File: config.mk
export PLATFORM = sky130hd
export DESIGN_NAME = drive_status_velocity
export DESIGN_NICKNAME = d
export VERILOG_FILES = /design/src/rtl/drive_status_pkg.sv /design/src/rtl/speed_clamp.sv /design/src/rtl/drive_status_velocity.sv
export VERILOG_INCLUDE_DIRS = /design/src /design/src/rtl
export SDC_FILE = /design/constraint.sdc
export NUM_CORES = 1
export LEC_CHECK = 0
export BUFFER_PORTS_ARGS = -buffer_cell sky130_fd_sc_hd__buf_2
export CAP_MARGIN = 20
export CORE_MARGIN = 1.5
export CORE_UTILIZATION = 40
export CTS_CLUSTER_DIAMETER = 100
export DETAILED_ROUTE_END_ITERATION = 7
export PLACE_DENSITY = 0.61
export SYNTH_ARGS = -nofsm -noshare
export SYNTH_HDL_FRONTEND = slang
export SYNTH_SLANG_ARGS = --single-unit
File: constraint.sdc
create_clock -name CLK_I -period 13.7 [get_ports CLK_I]
set_input_delay 2.055 -clock CLK_I [delete_from_list [all_inputs] [get_ports CLK_I]]
set_output_delay 2.055 -clock CLK_I [all_outputs]
set_load 0.02 [all_outputs]
File: src/rtl/drive_status_defs.svh
`ifndef DRIVE_STATUS_DEFS_SVH
`define DRIVE_STATUS_DEFS_SVH

// register word addresses: object index and subindex, since several objects share an index
`define ADDR_STATE_FLAGS 16'h6041
`define ADDR_SPEED_TARGET 16'h6042
`define ADDR_SPEED_DEMAND 16'h6043
`define ADDR_SPEED_MEASURED 16'h6044
`define ADDR_LOWER_LIMIT 16'h6046
`define ADDR_UPPER_LIMIT 16'h6146
`define ADDR_ACCEL_SPEED 16'h6048
`define ADDR_ACCEL_TIME 16'h6148
`define ADDR_DECEL_SPEED 16'h6049
`define ADDR_DECEL_TIME 16'h6149
`define ADDR_IRQ_STATUS 16'h7000
`define ADDR_IRQ_ENABLE 16'h7001
`define ADDR_IRQ_CLEAR 16'h7002
`define ADDR_MODE 16'h7003

`define RST_SPEED_TARGET 16'h00C8
`define RST_LOWER_LIMIT 32'h0000_0000
`define RST_UPPER_LIMIT 32'h0000_4E20
`define RST_RAMP_SPEED 32'h0000_01F4
`define RST_RAMP_TIME 16'h0001

// status word bit positions
`define BIT_READY 0
`define BIT_SWITCHED_ON 1
`define BIT_OP_ENABLED 2
`define BIT_FAULT 3
`define BIT_VOLTAGE 4
`define BIT_EMERGENCY 5
`define BIT_INHIBITED 6
`define BIT_WARNING 7
`define BIT_SYNC 8
`define BIT_REMOTE 9
`define BIT_GOAL 10
`define BIT_LIMIT 11
`define BIT_MODE_LO 12
`define BIT_MODE_HI 13
`define BIT_LOOP 15

// interrupt event bits
`define EV_LIMIT 0
`define EV_GOAL 1
`define EV_FAULT 2
`define EV_WARNING 3
`define EV_COUNT 4

// velocity mode code in the mode register
`define MODE_VELOCITY 8'h02

`endif

File: src/rtl/drive_status_pkg.sv
package drive_status_pkg;

  typedef enum logic [2:0] {
    PS_NOT_READY = 3'b000,
    PS_INHIBITED = 3'b001,
    PS_READY = 3'b010,
    PS_SWITCHED_ON = 3'b011,
    PS_OP_ENABLED = 3'b100,
    PS_QUICK_STOP = 3'b101,
    PS_FAULT_REACT = 3'b110,
    PS_FAULT = 3'b111
  } power_state_t;

  typedef struct packed {
    logic [15:0] addr;
    logic [31:0] wdata;
    logic wr;
    logic rd;
  } reg_req_t;

  typedef struct packed {
    logic signed [15:0] target;
    logic [31:0] lower;
    logic [31:0] upper;
  } clamp_in_t;

  typedef struct packed {
    logic signed [15:0] speed;
    logic limited;
  } clamp_out_t;

endpackage : drive_status_pkg

File: src/rtl/speed_clamp.sv
`timescale 1ns/1ps
`include "drive_status_defs.svh"

// =====================================================
// target clamp against the lower and upper speed limits
module speed_clamp
  import drive_status_pkg::*;
(
  input wire clamp_in_t clamp_i,
  output clamp_out_t clamp_o
);

  // limits are unsigned 32 bit; compare in 33 bit signed space so negative targets sort below zero
  wire signed [32:0] target_wide = {{17{clamp_i.target[15]}}, clamp_i.target};
  wire signed [32:0] lower_wide = {1'b0, clamp_i.lower};
  wire signed [32:0] upper_wide = {1'b0, clamp_i.upper};
  wire below = target_wide < lower_wide;
  wire above = target_wide > upper_wide;

  // limits above the 16 bit range saturate at the largest signed speed
  function automatic logic signed [15:0] sat16(input logic [31:0] v);
    sat16 = (v > 32'h0000_7FFF) ? 16'sh7FFF : v[15:0];
  endfunction : sat16

  assign clamp_o.speed = below ? sat16(clamp_i.lower) : (above ? sat16(clamp_i.upper) : clamp_i.target);
  assign clamp_o.limited = below | above;

endmodule : speed_clamp

File: src/rtl/drive_status_velocity.sv
`timescale 1ns/1ps
`include "drive_status_defs.svh"

module drive_status_velocity
  import drive_status_pkg::*;
(
  input wire logic CLK_I,
  input wire logic RESETN_I,
  input wire logic [15:0] ADDR_I,
  input wire logic [31:0] WDATA_I,
  input wire logic WR_I,
  input wire logic RD_I,
  output logic [31:0] RDATA_O,
  input wire logic [2:0] POWER_STATE_I,
  input wire logic VOLTAGE_PRESENT_I,
  input wire logic FAULT_I,
  input wire logic WARNING_I,
  input wire logic SYNC_I,
  input wire logic LOOP_CLOSED_I,
  input wire logic [1:0] MODE_BITS_I,
  input wire logic signed [15:0] SPEED_MEASURED_I,
  output logic [15:0] STATUS_O,
  output logic signed [15:0] SPEED_DEMAND_O,
  output logic IRQ_O
);

  // =====================================================
  // pin synchronisers
  // status pins come from outside this clock; two stages before any use
  logic [25:0] sync_a;
  logic [25:0] sync_b;
  wire [25:0] pins = {POWER_STATE_I, VOLTAGE_PRESENT_I, FAULT_I, WARNING_I, SYNC_I, LOOP_CLOSED_I,
                      MODE_BITS_I, SPEED_MEASURED_I};

  always_ff @(posedge CLK_I or negedge RESETN_I)
  begin
    if (!RESETN_I)
    begin
      sync_a <= 26'h000_0000;
      sync_b <= 26'h000_0000;
    end
    else
    begin
      sync_a <= pins;
      sync_b <= sync_a;
    end
  end

  wire power_state_t pstate = power_state_t'(sync_b[25:23]);
  wire voltage_present_flag = sync_b[22];
  wire fault_in = sync_b[21];
  wire warning_in = sync_b[20];
  wire sync_in = sync_b[19];
  wire loop_in = sync_b[18];
  wire [1:0] mode_pins = sync_b[17:16];
  // measured speed may tear across bits when it changes; the source should hold it stable for two cycles
  wire signed [15:0] measured_in = sync_b[15:0];

  // =====================================================
  // registers
  reg_req_t req;
  assign req = '{addr: ADDR_I, wdata: WDATA_I, wr: WR_I, rd: RD_I};

  logic signed [15:0] speed_target;
  logic signed [15:0] speed_measured;
  logic [31:0] speed_lower_limit;
  logic [31:0] speed_upper_limit;
  logic [31:0] accel_speed_step;
  logic [15:0] accel_time_step;
  logic [31:0] decel_speed_step;
  logic [15:0] decel_time_step;
  logic [7:0] op_mode;
  logic [`EV_COUNT-1:0] irq_status;
  logic [`EV_COUNT-1:0] irq_enable;

  function automatic logic hit(input reg_req_t r, input logic [15:0] a);
    hit = r.wr && (r.addr == a);
  endfunction : hit

  always_ff @(posedge CLK_I or negedge RESETN_I)
  begin
    if (!RESETN_I)
    begin
      speed_target <= `RST_SPEED_TARGET;
      speed_lower_limit <= `RST_LOWER_LIMIT;
      speed_upper_limit <= `RST_UPPER_LIMIT;
      accel_speed_step <= `RST_RAMP_SPEED;
      accel_time_step <= `RST_RAMP_TIME;
      decel_speed_step <= `RST_RAMP_SPEED;
      decel_time_step <= `RST_RAMP_TIME;
      op_mode <= `MODE_VELOCITY;
      irq_enable <= 4'h0;
    end
    else
    begin
      if (hit(req, `ADDR_SPEED_TARGET))
        speed_target <= req.wdata[15:0];
      if (hit(req, `ADDR_LOWER_LIMIT))
        speed_lower_limit <= req.wdata;
      if (hit(req, `ADDR_UPPER_LIMIT))
        speed_upper_limit <= req.wdata;
      if (hit(req, `ADDR_ACCEL_SPEED))
        accel_speed_step <= req.wdata;
      if (hit(req, `ADDR_ACCEL_TIME))
        accel_time_step <= req.wdata[15:0];
      if (hit(req, `ADDR_DECEL_SPEED))
        decel_speed_step <= req.wdata;
      if (hit(req, `ADDR_DECEL_TIME))
        decel_time_step <= req.wdata[15:0];
      if (hit(req, `ADDR_MODE))
        op_mode <= req.wdata[7:0];
      if (hit(req, `ADDR_IRQ_ENABLE))
        irq_enable <= req.wdata[`EV_COUNT-1:0];
    end
  end

  always_ff @(posedge CLK_I or negedge RESETN_I)
  begin
    if (!RESETN_I)
      speed_measured <= 16'h0000;
    else
      speed_measured <= measured_in;
  end

  // =====================================================
  // clamp and ramp
  clamp_out_t clamped;
  speed_clamp u_clamp (
    .clamp_i('{target: speed_target, lower: speed_lower_limit, upper: speed_upper_limit}),
    .clamp_o(clamped)
  );

  logic signed [15:0] speed_demand;
  logic [15:0] tick_count;
  wire velocity_mode = (op_mode == `MODE_VELOCITY);
  wire running = velocity_mode && (pstate == PS_OP_ENABLED);
  // moving away from zero accelerates, toward zero decelerates
  wire signed [17:0] dem_w = {{2{speed_demand[15]}}, speed_demand};
  wire signed [17:0] tgt_w = {{2{clamped.speed[15]}}, clamped.speed};
  wire going_up = tgt_w > dem_w;
  wire speeding = going_up ? (speed_demand >= 0) : (speed_demand <= 0);
  wire [31:0] step = speeding ? accel_speed_step : decel_speed_step;
  wire [15:0] period = speeding ? accel_time_step : decel_time_step;
  // a zero time step is treated as one tick
  wire tick = (tick_count + 16'h0001 >= period);
  wire [32:0] gap = going_up ? 33'(tgt_w - dem_w) : 33'(dem_w - tgt_w);
  wire [32:0] move = ({1'b0, step} >= gap) ? gap : {1'b0, step};
  wire signed [15:0] next_demand = !running ? 16'h0000 :
                                   !tick ? speed_demand :
                                   going_up ? 16'(dem_w + 18'(move)) :
                                   16'(dem_w - 18'(move));

  always_ff @(posedge CLK_I or negedge RESETN_I)
  begin
    if (!RESETN_I)
    begin
      speed_demand <= 16'h0000;
      tick_count <= 16'h0000;
    end
    else
    begin
      speed_demand <= next_demand;
      tick_count <= (!running || tick) ? 16'h0000 : tick_count + 16'h0001;
    end
  end

  // =====================================================
  // status word
  wire goal_met_flag = running && (speed_demand == clamped.speed);
  wire limit_hit_flag = clamped.limited;
  // mode specific bits only carry meaning in a selected mode; otherwise they read zero
  wire [1:0] mode_specific_bits = velocity_mode ? mode_pins : 2'b00;
  wire [15:0] next_status;
  assign next_status[`BIT_READY] = (pstate == PS_READY);
  assign next_status[`BIT_SWITCHED_ON] = (pstate == PS_SWITCHED_ON);
  assign next_status[`BIT_OP_ENABLED] = (pstate == PS_OP_ENABLED);
  assign next_status[`BIT_FAULT] = fault_in;
  assign next_status[`BIT_VOLTAGE] = voltage_present_flag;
  assign next_status[`BIT_EMERGENCY] = (pstate != PS_QUICK_STOP);
  assign next_status[`BIT_INHIBITED] = (pstate == PS_INHIBITED);
  assign next_status[`BIT_WARNING] = warning_in;
  assign next_status[`BIT_SYNC] = sync_in;
  assign next_status[`BIT_REMOTE] = 1'b1;
  assign next_status[`BIT_GOAL] = goal_met_flag;
  assign next_status[`BIT_LIMIT] = limit_hit_flag;
  assign next_status[`BIT_MODE_HI:`BIT_MODE_LO] = mode_specific_bits;
  assign next_status[14] = 1'b0;
  assign next_status[`BIT_LOOP] = (pstate == PS_OP_ENABLED) && loop_in;

  // =====================================================
  // interrupts
  wire [`EV_COUNT-1:0] events = {warning_in, fault_in, goal_met_flag, limit_hit_flag};
  wire [`EV_COUNT-1:0] clear_bits = hit(req, `ADDR_IRQ_CLEAR) ? req.wdata[`EV_COUNT-1:0] : 4'h0;
  // an event in the clearing cycle wins over the clear
  wire [`EV_COUNT-1:0] next_irq = (irq_status & ~clear_bits) | events;

  // =====================================================
  // read mux
  wire [31:0] rd_mux =
    (req.addr == `ADDR_STATE_FLAGS) ? {16'h0000, next_status} :
    (req.addr == `ADDR_SPEED_TARGET) ? {16'h0000, speed_target} :
    (req.addr == `ADDR_SPEED_DEMAND) ? {16'h0000, speed_demand} :
    (req.addr == `ADDR_SPEED_MEASURED) ? {16'h0000, speed_measured} :
    (req.addr == `ADDR_LOWER_LIMIT) ? speed_lower_limit :
    (req.addr == `ADDR_UPPER_LIMIT) ? speed_upper_limit :
    (req.addr == `ADDR_ACCEL_SPEED) ? accel_speed_step :
    (req.addr == `ADDR_ACCEL_TIME) ? {16'h0000, accel_time_step} :
    (req.addr == `ADDR_DECEL_SPEED) ? decel_speed_step :
    (req.addr == `ADDR_DECEL_TIME) ? {16'h0000, decel_time_step} :
    (req.addr == `ADDR_IRQ_STATUS) ? {28'h000_0000, irq_status} :
    (req.addr == `ADDR_IRQ_ENABLE) ? {28'h000_0000, irq_enable} :
    (req.addr == `ADDR_MODE) ? {24'h00_0000, op_mode} :
    32'h0000_0000;

  always_ff @(posedge CLK_I or negedge RESETN_I)
  begin
    if (!RESETN_I)
    begin
      irq_status <= 4'h0;
      IRQ_O <= 1'b0;
      RDATA_O <= 32'h0000_0000;
      STATUS_O <= 16'h0000;
      SPEED_DEMAND_O <= 16'h0000;
    end
    else
    begin
      irq_status <= next_irq;
      IRQ_O <= |(next_irq & irq_enable);
      RDATA_O <= req.rd ? rd_mux : 32'h0000_0000;
      STATUS_O <= next_status;
      SPEED_DEMAND_O <= next_demand;
    end
  end

endmodule : drive_status_velocity

==> tab_implementation.tex <==
\begin{tabular}{lr}
\hline
Metric & Value \\
\hline
\multicolumn{2}{l}{\textbf{Status}} \\
\quad Outcome & finished clean \\
\multicolumn{2}{l}{\textbf{Yosys}} \\
\quad Sequential area share after synthesis & 42.4\% \\
\quad Async set-reset flop share out of synthesis & 100\% \\
\quad Number of standard cells after synthesis & 1,918 \\
\quad Netlist Area Pre-Place & 20,100 µm² \\
\quad Fraction of synthesized area in multiplexers & 14.7\% \\
\quad Xor and xnor fraction of the mapped netlist area & 1.91\% \\
\quad Combinational family with the most area after synthesis & compound AO/OA/AOI/OAI gates \\
\quad Area share of fa/ha/maj cells after synthesis & 10.2\% \\
\quad Leading cell types by count after synthesis & sky130\_fd\_sc\_hd\_\_dfrtp\_1 (317), sky130\_fd\_sc\_hd\_\_mux2\_2 (212), sky130\_fd\_sc\_hd\_\_ha\_1 (159) \\
\quad Synth Flop Type & sky130\_fd\_sc\_hd\_\_dfrtp\_1 \\
\quad Yosys warning count & 0 \\
\quad Post-synth EDFFs & 0 \\
\quad Yosys top cell area share & 39.4\% \\
\quad Cell type with the largest total area after synthesis & sky130\_fd\_sc\_hd\_\_dfrtp\_1 \\
\quad Average cell area after synthesis & 10.5 µm² \\
\quad Unique masters post-synth & 85 \\
\quad Basic-gate share of the synthesized area counting and, or, nand and nor cells & 11.5\% \\
\quad Most area-consuming cells after synthesis & sky130\_fd\_sc\_hd\_\_dfrtp\_1 (39\%), sky130\_fd\_sc\_hd\_\_mux2\_2 (12\%), sky130\_fd\_sc\_hd\_\_ha\_1 (9.9\%), sky130\_fd\_sc\_hd\_\_dfstp\_2 (3.0\%), sky130\_fd\_sc\_hd\_\_a21oi\_1 (2.8\%) \\
\quad Seq cells post-synth & 340 \\
\quad Share of the synthesized area in compound gates (AO/OA/AOI/OAI) & 15.0\% \\
\quad Most repeated cell in the gate-level netlist after synthesis & sky130\_fd\_sc\_hd\_\_dfrtp\_1 \\
\multicolumn{2}{l}{\textbf{Timing}} \\
\quad Final Skew & 18.5 ps \\
\quad Setup repair after global routing missed its margin & no \\
\quad Relative slew slack & 13.8\% \\
\quad Period Utilization, post-route & 92.6\% \\
\quad Setup total negative slack & 0 ps \\
\quad Transition at the pin with the smallest max-transition slack & 1260 ps \\
\quad Final Max Slew Viols & 0 \\
\quad Final Hold Viols & 0 \\
\quad Post-route worst setup slack & 1020 ps \\
\quad Timing-limited maximum frequency & 78.9 MHz \\
\quad Final number of setup-violating endpoints & 0 \\
\quad Minimum clock period after layout & 12,680 ps \\
\multicolumn{2}{l}{\textbf{Critical path}} \\
\quad Register-to-Register Path Depth & 51 \\
\quad Worst reg2reg startpoint & speed\_target[1] \\
\quad Dominant cell type by count on the critical path & sky130\_fd\_sc\_hd\_\_o21a\_1 \\
\quad Worst endpoint data arrival time & 13,120 ps \\
\quad Type of element capturing the critical path & flip-flop \\
\quad Worst setup slack for register-to-register paths & 1020 ps \\
\quad Reg2reg end & SPEED\_DEMAND\_O[14] \\
\quad Largest stage delay on the critical path & 1070 ps \\
\quad Type of the setup path with the least slack & reg -> reg \\
\quad Slowest cell on the critical path & sky130\_fd\_sc\_hd\_\_a2111oi\_0 \\
\quad Critical path peak fanout & 63 \\
\quad CP required & 14,140 ps \\
\quad Kind of launch point of the worst setup path & flip-flop \\
\multicolumn{2}{l}{\textbf{CTS}} \\
\quad Worst-path clk slew & 70 ps \\
\quad Cts bufs inserted & 39 \\
\quad Clk\_lat worst skew & 560 ps \\
\quad Resize count post-CTS & 0 \\
\quad CTS Root Cell & sky130\_fd\_sc\_hd\_\_clkbuf\_16 \\
\quad Clock Tree Buf Depth & 3 \\
\quad H-tree depth reported by CTS & 2 \\
\quad TritonCTS Sinks & 340 \\
\quad CTS tree & yes \\
\quad Cts hold-fix bufs & 0 \\
\quad Post-CTS setup buffers & 0 \\
\multicolumn{2}{l}{\textbf{Min path}} \\
\quad WHS Path Cells & 0 \\
\quad Endpoint, Worst Hold & sync\_b[17] \\
\quad Class of the most critical hold timing path & reg -> reg \\
\quad Start point of the worst hold path & sync\_a[17] \\
\multicolumn{2}{l}{\textbf{Layout}} \\
\quad Fill cell total of the finished layout & 4,672 \\
\quad Sequential standard cell area & 8540 µm² \\
\quad Final standard cell area without fillers & 22,800 µm² \\
\quad Final instance count without filler cells & 2,728 \\
\quad Area of the multi-input gates & 10,800 µm² \\
\quad Layout cell share with drive strength beyond 1 & 24.5\% \\
\quad Area added between synthesis and finish & 13.5\% \\
\quad Net total in the final layout & 2,274 \\
\multicolumn{2}{l}{\textbf{Place}} \\
\quad Placement Cell Area & 21,500 µm² \\
\quad Routability cong. & 0.907 \\
\quad Estimated wirelength of the detail-placed design & 47.4 mm \\
\quad Placed cell count & 2,656 \\
\quad Setup slack at placement & 1280 ps \\
\quad Number of I/O port buffers & 141 \\
\multicolumn{2}{l}{\textbf{Routing}} \\
\quad Via total after detailed routing & 15,800 \\
\quad Detailed-route wire length & 63.7 mm \\
\quad Routed wire per std cell & 23.3 µm \\
\quad Residual DRC count & 0 \\
\quad Number of vias per cell after detailed routing & 5.81 \\
\quad Router iterations before antenna repair & 6 \\
\quad Detailed Route Iter0 Violations & 1,256 \\
\quad Final ANT Viol Nets & 0 \\
\multicolumn{2}{l}{\textbf{Floorplan}} \\
\quad Die width & 227 µm \\
\quad Die height & 227 µm \\
\quad Area of the core region & 49,300 µm² \\
\quad Num ports & 143 \\
\quad Floorplan die area & 51,600 µm² \\
\quad Standard-cell rows & 81 \\
\quad Effective utilization at floorplan & 40.8\% \\
\multicolumn{2}{l}{\textbf{Job}} \\
\quad Max Cap Violations & 0 \\
\multicolumn{2}{l}{\textbf{GRT}} \\
\quad Pin count of the biggest net entering global routing & 112 \\
\quad Number of global-route vias before repair & 15,600 \\
\quad Total overflow reported by the global router & 0 \\
\quad Global-route wire length before repair & 97.0 mm \\
\quad Antenna violations before repair & 2 \\
\quad Global Route Usage Sum & 25.2\% \\
\multicolumn{2}{l}{\textbf{Pwr}} \\
\quad Power density cells & 100 nW/µm² \\
\quad Peak supply drop & 88.0 µV \\
\quad Lkg Pwr & 11.0 nW \\
\hline
\end{tabular}
## report_power, final
group / leakage [nW] / switching (mW) / internal [mW]
clock network: 0.639 / 0.436 / 0.617
registers: 4.48 / 0.00469 / 1.02
logic: 5.90 / 0.141 / 0.0759
## sequential cells by signal (all words and copies together), names as in the netlist, 26 cells and up
signal,count
RDATA_O,32
speed_upper_limit,32
speed_lower_limit,32
sync_a,26
accel_speed_step,32
sync_b,26
decel_speed_step,32
## critical path, delay by kind of cell (launching register included)
kind	cells	cell delay, ps
xor+xnor	1	80
simple gates	7	1410
buf+inv	3	960
compound gates	34	7300
fa+ha+maj	4	1410
flops	1	440
mux	2	950
## cell families after synthesis
logic type / Yosys count
multiplexers: 265
adder cells (fa/ha/maj): 162
XOR/XNOR: 43
buffers and inverters: 211
other: 2
AO/OA/AOI/OAI: 446
AND/OR/NAND/NOR: 449
flip-flops: 340
## cell type report
class,instances,share of cell area [%]
Antenna cell,1,0.0110
Clock buffer,53,5.09
Clock inverter,17,0.619
Inverter,113,1.86
Multi-Input combinational cell,1369,47.2
Sequential cell,340,37.4
Tap cell,664,3.64
Timing Repair Buffer,171,4.21
## how the worst max path moves through the flow
stage / from / endpoint / slack (ps) / cells past startpoint
after floorplan: speed_target[15] / SPEED_DEMAND_O[15] / 2630 / 56
after global placement: speed_target[15] / SPEED_DEMAND_O[14] / 1530 / 49
after detailed placement: speed_target[15] / SPEED_DEMAND_O[14] / 1280 / 48
after CTS: speed_target[1] / SPEED_DEMAND_O[14] / 1250 / 51
after global routing: speed_target[15] / SPEED_DEMAND_O[15] / 280 / 51
final: speed_target[1] / SPEED_DEMAND_O[14] / 1020 / 51
## per-stage QoR
stage / hold WS (ps) / total power, mW / util [%]
CTS: 345 / 2.31 / 46.3
finish: 342 / 2.29 / 46.3
floorplan: 331 / 1.17 / -
global route: 350 / 2.37 / 46.3
global placement: 332 / 1.25 / 43.6
detailed placement: 335 / 1.25 / 43.6
## cell usage in the layout, fill, tap and decap left out, types with 26 or more instances in the layout
master and count:
sky130_fd_sc_hd__dfrtp_1 317, sky130_fd_sc_hd__mux2_2 212, sky130_fd_sc_hd__ha_1 159, sky130_fd_sc_hd__buf_2 140, sky130_fd_sc_hd__nand2_1 130, sky130_fd_sc_hd__inv_1 112, sky130_fd_sc_hd__a21oi_1 112, sky130_fd_sc_hd__o21ai_0 80
sky130_fd_sc_hd__nor2_1 77, sky130_fd_sc_hd__mux2i_1 49, sky130_fd_sc_hd__nand3_1 41, sky130_fd_sc_hd__clkbuf_16 41, sky130_fd_sc_hd__a21o_1 36, sky130_fd_sc_hd__a22oi_1 30, sky130_fd_sc_hd__nand4_1 29, sky130_fd_sc_hd__xnor2_1 29
sky130_fd_sc_hd__buf_4 29, sky130_fd_sc_hd__a222oi_1 26
## layer usage
layer | vias up | GRT usage, % | part of all wire [%]
li1 | 7258 | - | -
met1 | 7860 | 34.2 | 43
met2 | 595 | 38.1 | 44
met3 | 120 | 6.03 | 8.5
met4 | 4 | 11.2 | 4.5
met5 | - | 0 | 0.036
Power figures use the tool's default switching activity.
